==> src/design/monitor_out_pkg.sv <==
// constants and carrier types for the monitor pulse, analog drive and fault relay stage
// assumes one 200 MHz control clock
package monitor_out_pkg;
   localparam int unsigned CLK_HZ          = 200_000_000;
   localparam int unsigned MON_W           = 16;          // monitor amount, 0x8000 = 100 %
   localparam logic [15:0] MON_FULL        = 16'h8000;
   localparam logic [10:0] SEL_MAX         = 11'h00A;
   localparam logic [3:0]  SEL_POWER       = 4'h6;
   localparam logic [3:0]  SEL_UNIVERSAL   = 4'hA;
   localparam logic [12:0] RATE_MIN        = 13'h012C;    // 300 p/s
   localparam logic [12:0] RATE_MAX        = 13'h1770;    // 6000 p/s
   localparam logic [12:0] RATE_FIXED      = 13'h0A6E;    // 2670 p/s
   localparam logic [7:0]  PCT_MAX         = 8'hC8;       // 200 %
   localparam logic [7:0]  PCT_ZERO        = 8'h00;
   localparam logic [7:0]  PCT_FULL        = 8'h64;       // 100 %
   localparam int unsigned AO_W            = 12;          // analog drive code, full = 10 V
   localparam int unsigned SUPPLY_MS       = 1000;
   localparam int unsigned SUPPLY_CYCLES   = CLK_HZ / 1000 * SUPPLY_MS;
   localparam int unsigned PHASE_W         = 32;

   typedef struct packed {
      logic [3:0]  analog_select;
      logic [7:0]  analog_gain;
      logic [3:0]  pulse_select;
      logic [12:0] pulse_rate;
      logic [7:0]  pulse_avg;
      logic        relay_mode;
   } cfg_s;

   typedef struct packed {
      logic [PHASE_W-1:0] phase;
      logic [31:0]        supply_cnt;
      logic               supply_ok;
      logic               pulse;
      logic [AO_W-1:0]    analog;
      logic               relay;
   } state_s;
endpackage

==> src/design/monitor_pulse_and_fault_relay_output.sv <==
// pulse monitor, analog monitor drive and fault relay output stage
// assumes settings and monitor amounts are synchronous to core_clk_i
//
// Summary of operation
// - the full-scale pulse rate is taken between 300 and 6000 p/s in 1 p/s steps.
// - with average-voltage setting 0 the rate follows the amount up to full scale at 50% duty.
// - with setting 1..200 the rate is 2670 p/s and duty gives the set average at full amount.
// - selector codes 0..10 pick one of eleven monitor amounts, each scaled to its own 100%.
// - the pulse output uses the same selector codes as the analog output, but takes no gain and scales the universal value like any other item.
// - power consumption reads zero while the load regenerates.
// - analog gain of 0..200% scales the analog drive at full amount, except the universal value, which takes no gain.
// - relay mode 0 excites the relay on fault, mode 1 excites it in normal running.
// - in mode 1 the relay is excited only after the supply settles, about one second.
// - with no power the relay is released, open contact open and closed contact closed.
`timescale 1ns/1ps
module monitor_pulse_and_fault_relay_output #(
   parameter int unsigned SUPPLY_CYCLES = monitor_out_pkg::SUPPLY_CYCLES
) (
   // clock and reset
   input  wire logic                          core_clk_i,
   input  wire logic                          rstn_i,
   // settings
   input  wire monitor_out_pkg::cfg_s         cfg_i,
   // monitor amounts, index = selector code; 0x8000 = 100 %, signed for power
   input  wire logic [10:0][15:0]             monitor_amount_i,
   input  wire logic                          regenerating_i,
   input  wire logic                          fault_i,
   // outputs
   output logic                               pulse_monitor_pin_o,
   output logic [monitor_out_pkg::AO_W-1:0]   analog_monitor_pin_o,
   output logic                               fault_relay_o
);
   monitor_out_pkg::state_s state_reg;
   monitor_out_pkg::state_s state_next;

   // ----------------------------------------
   // local constants
   // ----------------------------------------
   // accumulator width and its span; the span is one bit wider so that a
   // duty threshold of full span keeps the pulse high for the whole period
   localparam int unsigned ACC_W     = monitor_out_pkg::PHASE_W;
   localparam logic [32:0] ACC_SPAN  = 33'h1_0000_0000;
   localparam logic [32:0] HALF_SPAN = 33'h0_8000_0000;
   // analog drive codes for 10 V and for 100 % amount at 100 % gain
   localparam logic [32:0] AO_TOP    = 33'((1 << monitor_out_pkg::AO_W) - 1);
   localparam logic [32:0] AO_MID    = AO_TOP >> 1;
   // zero amount, zero step and one count of the supply timer
   localparam logic [15:0] AMT_ZERO  = 16'h0000;
   localparam logic [31:0] STEP_ZERO = 32'h0000_0000;
   localparam logic [31:0] CNT_ONE   = 32'h0000_0001;

   // ----------------------------------------
   // helper functions
   // ----------------------------------------
   // amount of one selector code; unknown codes read zero, regenerating or
   // negative power reads zero and anything above 100 % is held at 100 %
   function automatic logic [15:0] pick(input logic [3:0]        sel,
                                        input logic [10:0][15:0] amt,
                                        input logic              regen);
      logic [15:0] v;
      v = AMT_ZERO;
      if ({7'h00, sel} <= monitor_out_pkg::SEL_MAX) begin
         v = amt[sel];
      end
      if (sel == monitor_out_pkg::SEL_POWER) begin
         if (regen || (v[15] && v != monitor_out_pkg::MON_FULL)) begin
            v = AMT_ZERO;
         end
      end
      if (v > monitor_out_pkg::MON_FULL) begin
         v = monitor_out_pkg::MON_FULL;
      end
      return v;
   endfunction

   // percent settings above 200 % are held at 200 %
   function automatic logic [7:0] clamp_pct(input logic [7:0] pct);
      logic [7:0] r;
      r = pct;
      if (pct > monitor_out_pkg::PCT_MAX) begin
         r = monitor_out_pkg::PCT_MAX;
      end
      return r;
   endfunction

   // the full-scale rate is kept inside its legal band
   function automatic logic [12:0] clamp_rate(input logic [12:0] rate);
      logic [12:0] r;
      r = rate;
      if (rate < monitor_out_pkg::RATE_MIN) begin
         r = monitor_out_pkg::RATE_MIN;
      end
      if (rate > monitor_out_pkg::RATE_MAX) begin
         r = monitor_out_pkg::RATE_MAX;
      end
      return r;
   endfunction

   // amount times percent, as a share of a full-scale value
   function automatic logic [32:0] scale(input logic [15:0] amt,
                                         input logic [7:0]  pct,
                                         input logic [32:0] full);
      logic [63:0] p;
      logic [63:0] d;
      p = 64'(amt) * 64'(pct) * 64'(full);
      d = 64'(monitor_out_pkg::MON_FULL) * 64'(monitor_out_pkg::PCT_FULL);
      return 33'(p / d);
   endfunction

   // accumulator step per clock for a rate in pulses per second
   function automatic logic [31:0] phase_increment(input logic [32:0] rate);
      logic [63:0] num;
      num = 64'(rate) << ACC_W;
      return 32'(num / 64'(monitor_out_pkg::CLK_HZ));
   endfunction

   // ----------------------------------------
   // amount selection and pulse scaling
   // ----------------------------------------
   logic [15:0] analog_amt;
   logic [15:0] pulse_amt;
   logic [12:0] rate_set;
   logic [32:0] rate_now;
   logic [31:0] phase_step;
   logic [32:0] duty_thr;
   logic [32:0] ao_val;
   logic [31:0] phase_sum;
   logic        rate_mode;

   // the pulse runs in one of two modes: rate follows amount at half duty,
   // or a fixed rate whose duty follows amount times the average setting
   always_comb begin
      analog_amt = pick(cfg_i.analog_select, monitor_amount_i, regenerating_i);
      pulse_amt  = pick(cfg_i.pulse_select, monitor_amount_i, regenerating_i);
      rate_set   = clamp_rate(cfg_i.pulse_rate);
      rate_mode  = (cfg_i.pulse_avg == monitor_out_pkg::PCT_ZERO);
      if (rate_mode) begin
         rate_now = scale(pulse_amt, monitor_out_pkg::PCT_FULL, 33'(rate_set));
         duty_thr = HALF_SPAN;
      end else begin
         rate_now = 33'(monitor_out_pkg::RATE_FIXED);
         duty_thr = scale(pulse_amt, clamp_pct(cfg_i.pulse_avg), HALF_SPAN);
      end
      if (duty_thr > ACC_SPAN) begin
         duty_thr = ACC_SPAN;
      end
      phase_step = phase_increment(rate_now);
   end

   // ----------------------------------------
   // analog drive
   // ----------------------------------------
   // the universal value spans the whole code range and takes no gain;
   // every other item is scaled so 100 % at 100 % gain lands on mid-code
   always_comb begin
      if (cfg_i.analog_select == monitor_out_pkg::SEL_UNIVERSAL) begin
         ao_val = scale(analog_amt, monitor_out_pkg::PCT_FULL, AO_TOP);
      end else begin
         ao_val = scale(analog_amt, clamp_pct(cfg_i.analog_gain), AO_MID);
      end
      if (ao_val > AO_TOP) begin
         ao_val = AO_TOP;
      end
   end

   // ----------------------------------------
   // next state
   // ----------------------------------------
   always_comb begin
      state_next       = state_reg;
      // the accumulator simply wraps; its carry is not needed
      phase_sum        = state_reg.phase + phase_step;
      state_next.phase = phase_sum;
      if (rate_mode) begin
         // high in the lower half of each turn; a zero step holds the line low
         state_next.pulse = (phase_step != STEP_ZERO) && !phase_sum[ACC_W-1];
      end else begin
         // full span compares true at every phase, so the line stays high
         state_next.pulse = ({1'b0, phase_sum} < duty_thr);
      end
      state_next.analog = ao_val[monitor_out_pkg::AO_W-1:0];
      // supply settle timer runs once after reset and then stops
      if (!state_reg.supply_ok) begin
         if (state_reg.supply_cnt >= 32'(SUPPLY_CYCLES - 1)) begin
            state_next.supply_ok = 1'b1;
         end else begin
            state_next.supply_cnt = state_reg.supply_cnt + CNT_ONE;
         end
      end
      // relay polarity; in mode 1 nothing excites before the supply settles
      if (cfg_i.relay_mode) begin
         state_next.relay = state_reg.supply_ok && !fault_i;
      end else begin
         state_next.relay = fault_i;
      end
   end

   // ----------------------------------------
   // registers
   // ----------------------------------------
   // reset leaves the relay released, the same rest state as with no power
   always_ff @(posedge core_clk_i or negedge rstn_i) begin
      if (!rstn_i) begin
         state_reg <= '0;
      end else begin
         state_reg <= state_next;
      end
   end

   // ----------------------------------------
   // outputs
   // ----------------------------------------
   assign pulse_monitor_pin_o  = state_reg.pulse;
   assign analog_monitor_pin_o = state_reg.analog;
   assign fault_relay_o        = state_reg.relay;
endmodule

==> config.mk <==
export PLATFORM = sky130hd
export DESIGN_NAME = monitor_pulse_and_fault_relay_output
export DESIGN_NICKNAME = d
export VERILOG_FILES = /design/src/design/monitor_out_pkg.sv /design/src/design/monitor_pulse_and_fault_relay_output.sv
export SDC_FILE = /design/constraint.sdc
export NUM_CORES = 2
export LEC_CHECK = 0
export ABC_CLOCK_PERIOD_IN_PS = 11600
export BUFFER_PORTS_ARGS = -buffer_cell sky130_fd_sc_hd__buf_2
export CAP_MARGIN = 10
export CORE_MARGIN = 5
export CORE_UTILIZATION = 30
export CTS_BUF_LIST = sky130_fd_sc_hd__clkbuf_4
export CTS_CLUSTER_SIZE = 25
export DETAILED_ROUTE_END_ITERATION = 8
export GPL_TIMING_DRIVEN = 0
export HOLD_SLACK_MARGIN = 0.15
export REMOVE_ABC_BUFFERS = 1
export SLEW_MARGIN = 20
export SYNTH_ARGS = -nofsm -noshare
export SYNTH_HDL_FRONTEND = slang
export SYNTH_SLANG_ARGS = --single-unit
==> constraint.sdc <==
create_clock -name core_clk_i -period 11.6 [get_ports core_clk_i]
set_clock_uncertainty 0.2 [all_clocks]
set_input_delay 0.58 -clock core_clk_i [delete_from_list [all_inputs] [get_ports core_clk_i]]
set_output_delay 0.58 -clock core_clk_i [all_outputs]
set_load 0.02 [all_outputs]
; Word level (Yosys, flattened, before mapping)
; Cells that the tools add are included.
[word_totals]
reg_bits = 79
out_inout_bits = 14
wordCells = 79
in_bits = 218
[classes]
mux = 27
n_addsub = 2
bitwise_logic = 2
n_mul = 7
order_cmp = 14
reduce_logical = 11
n_div = 5
eq_ne = 5
[ops]
columns = op, n
row1 = 16-bit two-way mux, 10
row2 = 16-bit binary-select mux with 4-bit select, 2
row3 = 35-bit by 22-bit divider with 64-bit output (second input constant), 2
row4 = 33-bit two-way mux, 3
row5 = 36-bit by 22-bit divider with 64-bit output (second input constant), 1
row6 = 55-bit by 22-bit divider with 64-bit output (second input constant), 1
row7 = 64-bit by 28-bit divider with 64-bit output (second input constant), 1
row8 = 16-bit by 8-bit multiplier with 24-bit output, 2
row9 = 16-bit by 5-bit multiplier with 21-bit output (second input constant), 2
row10 = 24-bit by 11-bit multiplier with 35-bit output (second input constant), 1
row11 = 21-bit by 13-bit multiplier with 34-bit output, 1
row12 = 33-bit by 12-bit > comparator with 1-bit output (second input constant), 1
row13 = 33-bit > comparator (second input constant), 1
row14 = 32-bit by 33-bit less-than comparator with 1-bit output, 1
row15 = 21-bit by 12-bit multiplier with 33-bit output (second input constant), 1
row16 = 32-bit by 1-bit adder with 32-bit output (second input constant), 1
row17 = 32-bit adder, 1
row18 = 32-bit by 28-bit >= comparator with 1-bit output (second input constant), 1
row19 = 16-bit > comparator (second input constant), 2
row20 = 32-bit two-way mux, 1
row21 = 8-bit two-way mux, 4
row22 = 16-bit != test (second input constant), 2
row23 = 32-bit nonzero test, 1
row24 = 13-bit two-way mux, 2
row25 = other kinds (15), 28

; Logic depth before layout (Yosys ltp)
[logic_depth]
depth_word = 19
mapped_depth = 288
ltp_nobuf = 245

; Worst setup path before layout
; OpenSTA, ideal clock, no wires.
[synth_timing]
kind = input -> register
start = in cfg_i[22] (netlist name)
end = reg state_reg, in the netlist pulse_monitor_pin_o
t_arrival_ps = 54047
stages = 267
path_slack_ps = -42734
n_path_buf = 39
t_required_ps = 11313
path_cell_list = clkbuf_1 > clkbuf_1 > clkbuf_1 > clkbuf_1 > nor2_1 > a21oi_1 > o22ai_1 > nor4_1 > a41oi_1 > a21oi_1 > clkbuf_1 > and2_1 > clkbuf_1 > ha_1 > ha_1 > fa_1 > ha_1 > inv_1 > [231 not listed] > o21bai_1 > a21oi_1 > o21bai_1 > a21oi_1 > o21bai_1 > a21oi_1 > nand2b_1 > inv_1 > nand2_1 > xnor2_1 > ha_1 > nor2b_1 > o21ai_0 > nand2b_1 > a21oi_1 > a311o_1 > o211ai_1 > a22oi_1
[synth_lines]
columns = element, line_no
row1 = from (decl), monitor_pulse_and_fault_relay_output.sv:23  ; input wire monitor_out_pkg::cfg_s cfg_i,
row2 = to (signal assigned), monitor_pulse_and_fault_relay_output.sv:206  ; state_reg <= state_next;
row3 = to (decl), monitor_pulse_and_fault_relay_output.sv:33  ; monitor_out_pkg::state_s state_reg;

==> reports/summary.txt <==
DRT iter0 DRCs -> 6831
DRT antenna net count -> 0
Mapped Area -> 69800 sq um
Period minus WS final -> 49060 ps
Routed vias/inst -> 5.82
Height of the die -> 492 microns
Hold path start -> state_reg[46]$_DFFE_PN0P_
RR Startpoint -> state_reg[47]$_DFF_PN0_
Mean Syn Cell Area -> 7.77 sq um
Ys flop type -> dfrtp_1
Clock tree sinks -> 79
Grt ovf -> 0
Slowest CP cell -> fa_2
Status -> finished with violations
Unrepaired setup endpoints after global routing -> true
Synth warnings -> 0
Compound-Gate Fraction of Synth Area -> 25.8%
Mapped Cells -> 8983
Ys async rst share -> 100%
# H-tree levels -> 3
Clock root buffer -> clkbuf_4
PnR worst setup slack -> -37460 ps
Critical path launch point type -> input pin
Via count -> 73974
Worst slew pin tran -> 1160 ps
Commonest cells in the netlist -> inv_1 (971), nand2_1 (853), nor2_1 (689)
XOR/XNOR Fraction of Synth Area -> 7.64%
DP HPWL -> 193000 microns
Max Clock Freq -> 0.0204 GHz
Number of enable flip-flop cells after synthesis -> 0
Seq cells post-synth -> 79
Largest family of logic cells by synthesized area -> adder cells
DRC -> 0
Yosys top cell by area -> fa_1
Worst Path Required -> 11880 ps
Seq/Total Area, Yosys -> 2.83%
Synth area leaders -> fa_1 (20%), ha_1 (8.7%), xnor2_1 (5.4%)
Failing checks -> setup timing
DRT Pass-1 Iters -> 8
R2R Setup Slk -> 5910 ps
Inst Count DP -> 11921
Final setup fails -> 45
Die area -> 242000 sq um
CTS tree -> built
Initial Util -> 30.1%
I/O pin cnt -> 232
Finished Layout Cells -> 12705
Period utilization -> 423%
Setup crit end kind -> flop
Yosys cell types -> 179
Gr usage total -> 20.1%
Slew Limit Fails -> 0
Type of the worst setup path -> input pin to flop
Class of the worst hold path -> flop to flop
Initial antenna violation count -> 13
NumNets Final -> 11037
CTS buffer count -> 9
First-pass GRT wire length -> 403000 microns
CP Launch Point -> cfg_i[22]
DIE WIDTH -> 492 microns
Post-Synth Simple-Gate Area -> 21.4%
Placeable Area -> 232000 sq um
Critical Path Fanout Max -> 8
Final Hold Viols -> 0
Worst-path clk slew -> 180 ps
Mux contribution to synthesized area -> 5.75%
Share of layout cells above drive strength 1 -> 23.1%
Worst flop-to-flop path endpoint -> pulse_monitor_pin_o$_DFF_PN0_
Num rows -> 177
CP peak stage delay -> 620 ps
Synth top area share -> 19.7%
End of the critical path -> pulse_monitor_pin_o$_DFF_PN0_
Vias in the first global route -> 73099
Area Growth Syn to Fin -> 23.4%
Clock latency on the worst-skew pair -> 660 ps
Fin Hold WS -> 187 ps
Top-count cell post-synth -> inv_1
Arrival @ worst endpoint -> 49330 ps
Max clock buf depth -> 2
# port buffers -> 231
Final wirelength -> 258000 microns
Largest register FFs -> 65
Critical Path Most Common Cell -> buf_4
Post-Synth Adder-Cell Area -> 28.6%
Worst Reg-to-Reg Cells -> 31
GPL Wtd Cong -> 0.940
Drt wl/cell -> 20.3 microns
Max_slew headroom -> 22.5%
Largest net degree at the start of global routing -> 68
Max Cap Violations -> 0
## cell usage in the layout, fill, tap and decap left out, types with 61 or more instances in the layout
cell	netlist	layout
a211oi_1	90	70
a21o_1	127	118
a21oi_1	516	436
a21oi_2	13	67
a31oi_1	83	69
and2_1	135	119
and3_1	140	120
buf_2	41	227
buf_4	57	668
dfrtp_1	79	79
fa_1	686	676
ha_1	487	450
inv_1	971	950
mux2i_1	183	161
mux4_2	64	64
nand2_1	853	827
nand2b_1	90	86
nand3_1	194	173
nand4_1	81	81
nor2_1	689	660
nor3_1	212	185
o211ai_1	110	110
o21a_1	66	61
o21ai_0	334	303
o21ai_1	93	86
o21bai_1	133	121
or2_2	65	65
or3_1	89	79
xnor2_1	431	355
xnor2_2	8	64
xor2_1	149	129
## cell type report
class / instances / area (sq um)
antenna: 11 / 27.5
clock buffer: 9 / 67.6
clock inverter: 7 / 72.6
fill: 23405 / 146000
inverter: 999 / 3970
multi-input combinational: 7566 / 68700
sequential: 79 / 1980
tap: 3043 / 3810
timing repair buffer: 983 / 7550
timing repair inverter: 8 / 56.3
## repair_timing
item                                   in CTS  in global routing
gates resized for setup                   898                289
hold buffers                                5                  0
gates cloned                               36                  0
endpoints found under the hold margin      80                  0
buffers inserted                          542                187
setup endpoints to repair                  45                 45
pin swaps                                 380                210
## through the flow
step                      utilization, %  setup TNS (ps)  worst slack [ps]  instance area [sq um]
after floorplan                        -        -1633940            -47050                  68100
after global placement              31.5        -2446220            -69510                  73000
after detailed placement            31.7        -2153900            -62640                  73600
after CTS                           35.8        -1246590            -35930                  83100
after global routing                37.1        -1361550            -38940                  86200
final                               37.1        -1296230            -37460                  86200
## layer usage
metal  up-vias  wire length [microns]  global-route usage (%)
li1      33672                      -                       -
met1     36332                 107000                    26.0
met5         -                     13                       0
met2      3309                 119000                    33.0
met3       659                  20100                    3.51
met4         2                  12400                    8.60
## how the worst min path moves through the flow
stage                                             end  slack (ps)  depth (start not counted)
global placement            state_reg[46]$_DFFE_PN0P_         160                          0
global route                state_reg[46]$_DFFE_PN0P_         210                          0
finish                      state_reg[46]$_DFFE_PN0P_         190                          0
CTS                         state_reg[46]$_DFFE_PN0P_         190                          0
detailed placement          state_reg[46]$_DFFE_PN0P_         160                          0
floorplan           analog_monitor_pin_o[0]$_DFF_PN0_          80                          0
## worst max-delay path, delay by kind of cell
family,cells,cell delay [ps]
AO/OA/AOI/OAI,103,19940
buffers and inverters,50,5700
AND/OR/NAND/NOR,58,14010
multiplexers,6,1730
XOR/XNOR,4,950
adder cells (fa/ha/maj),21,6330
## cell families after synthesis
group / after synthesis
AND/OR/NAND/NOR: 2961
AO/OA/AOI/OAI: 2489
buffers and inverters: 1360
adder cells (fa/ha/maj): 1186
XOR/XNOR: 595
multiplexers: 311
flip-flops: 79
other: 2
Power is not shown: default switching activity piles up to over one toggle a cycle in this logic, so the estimate is an artifact.
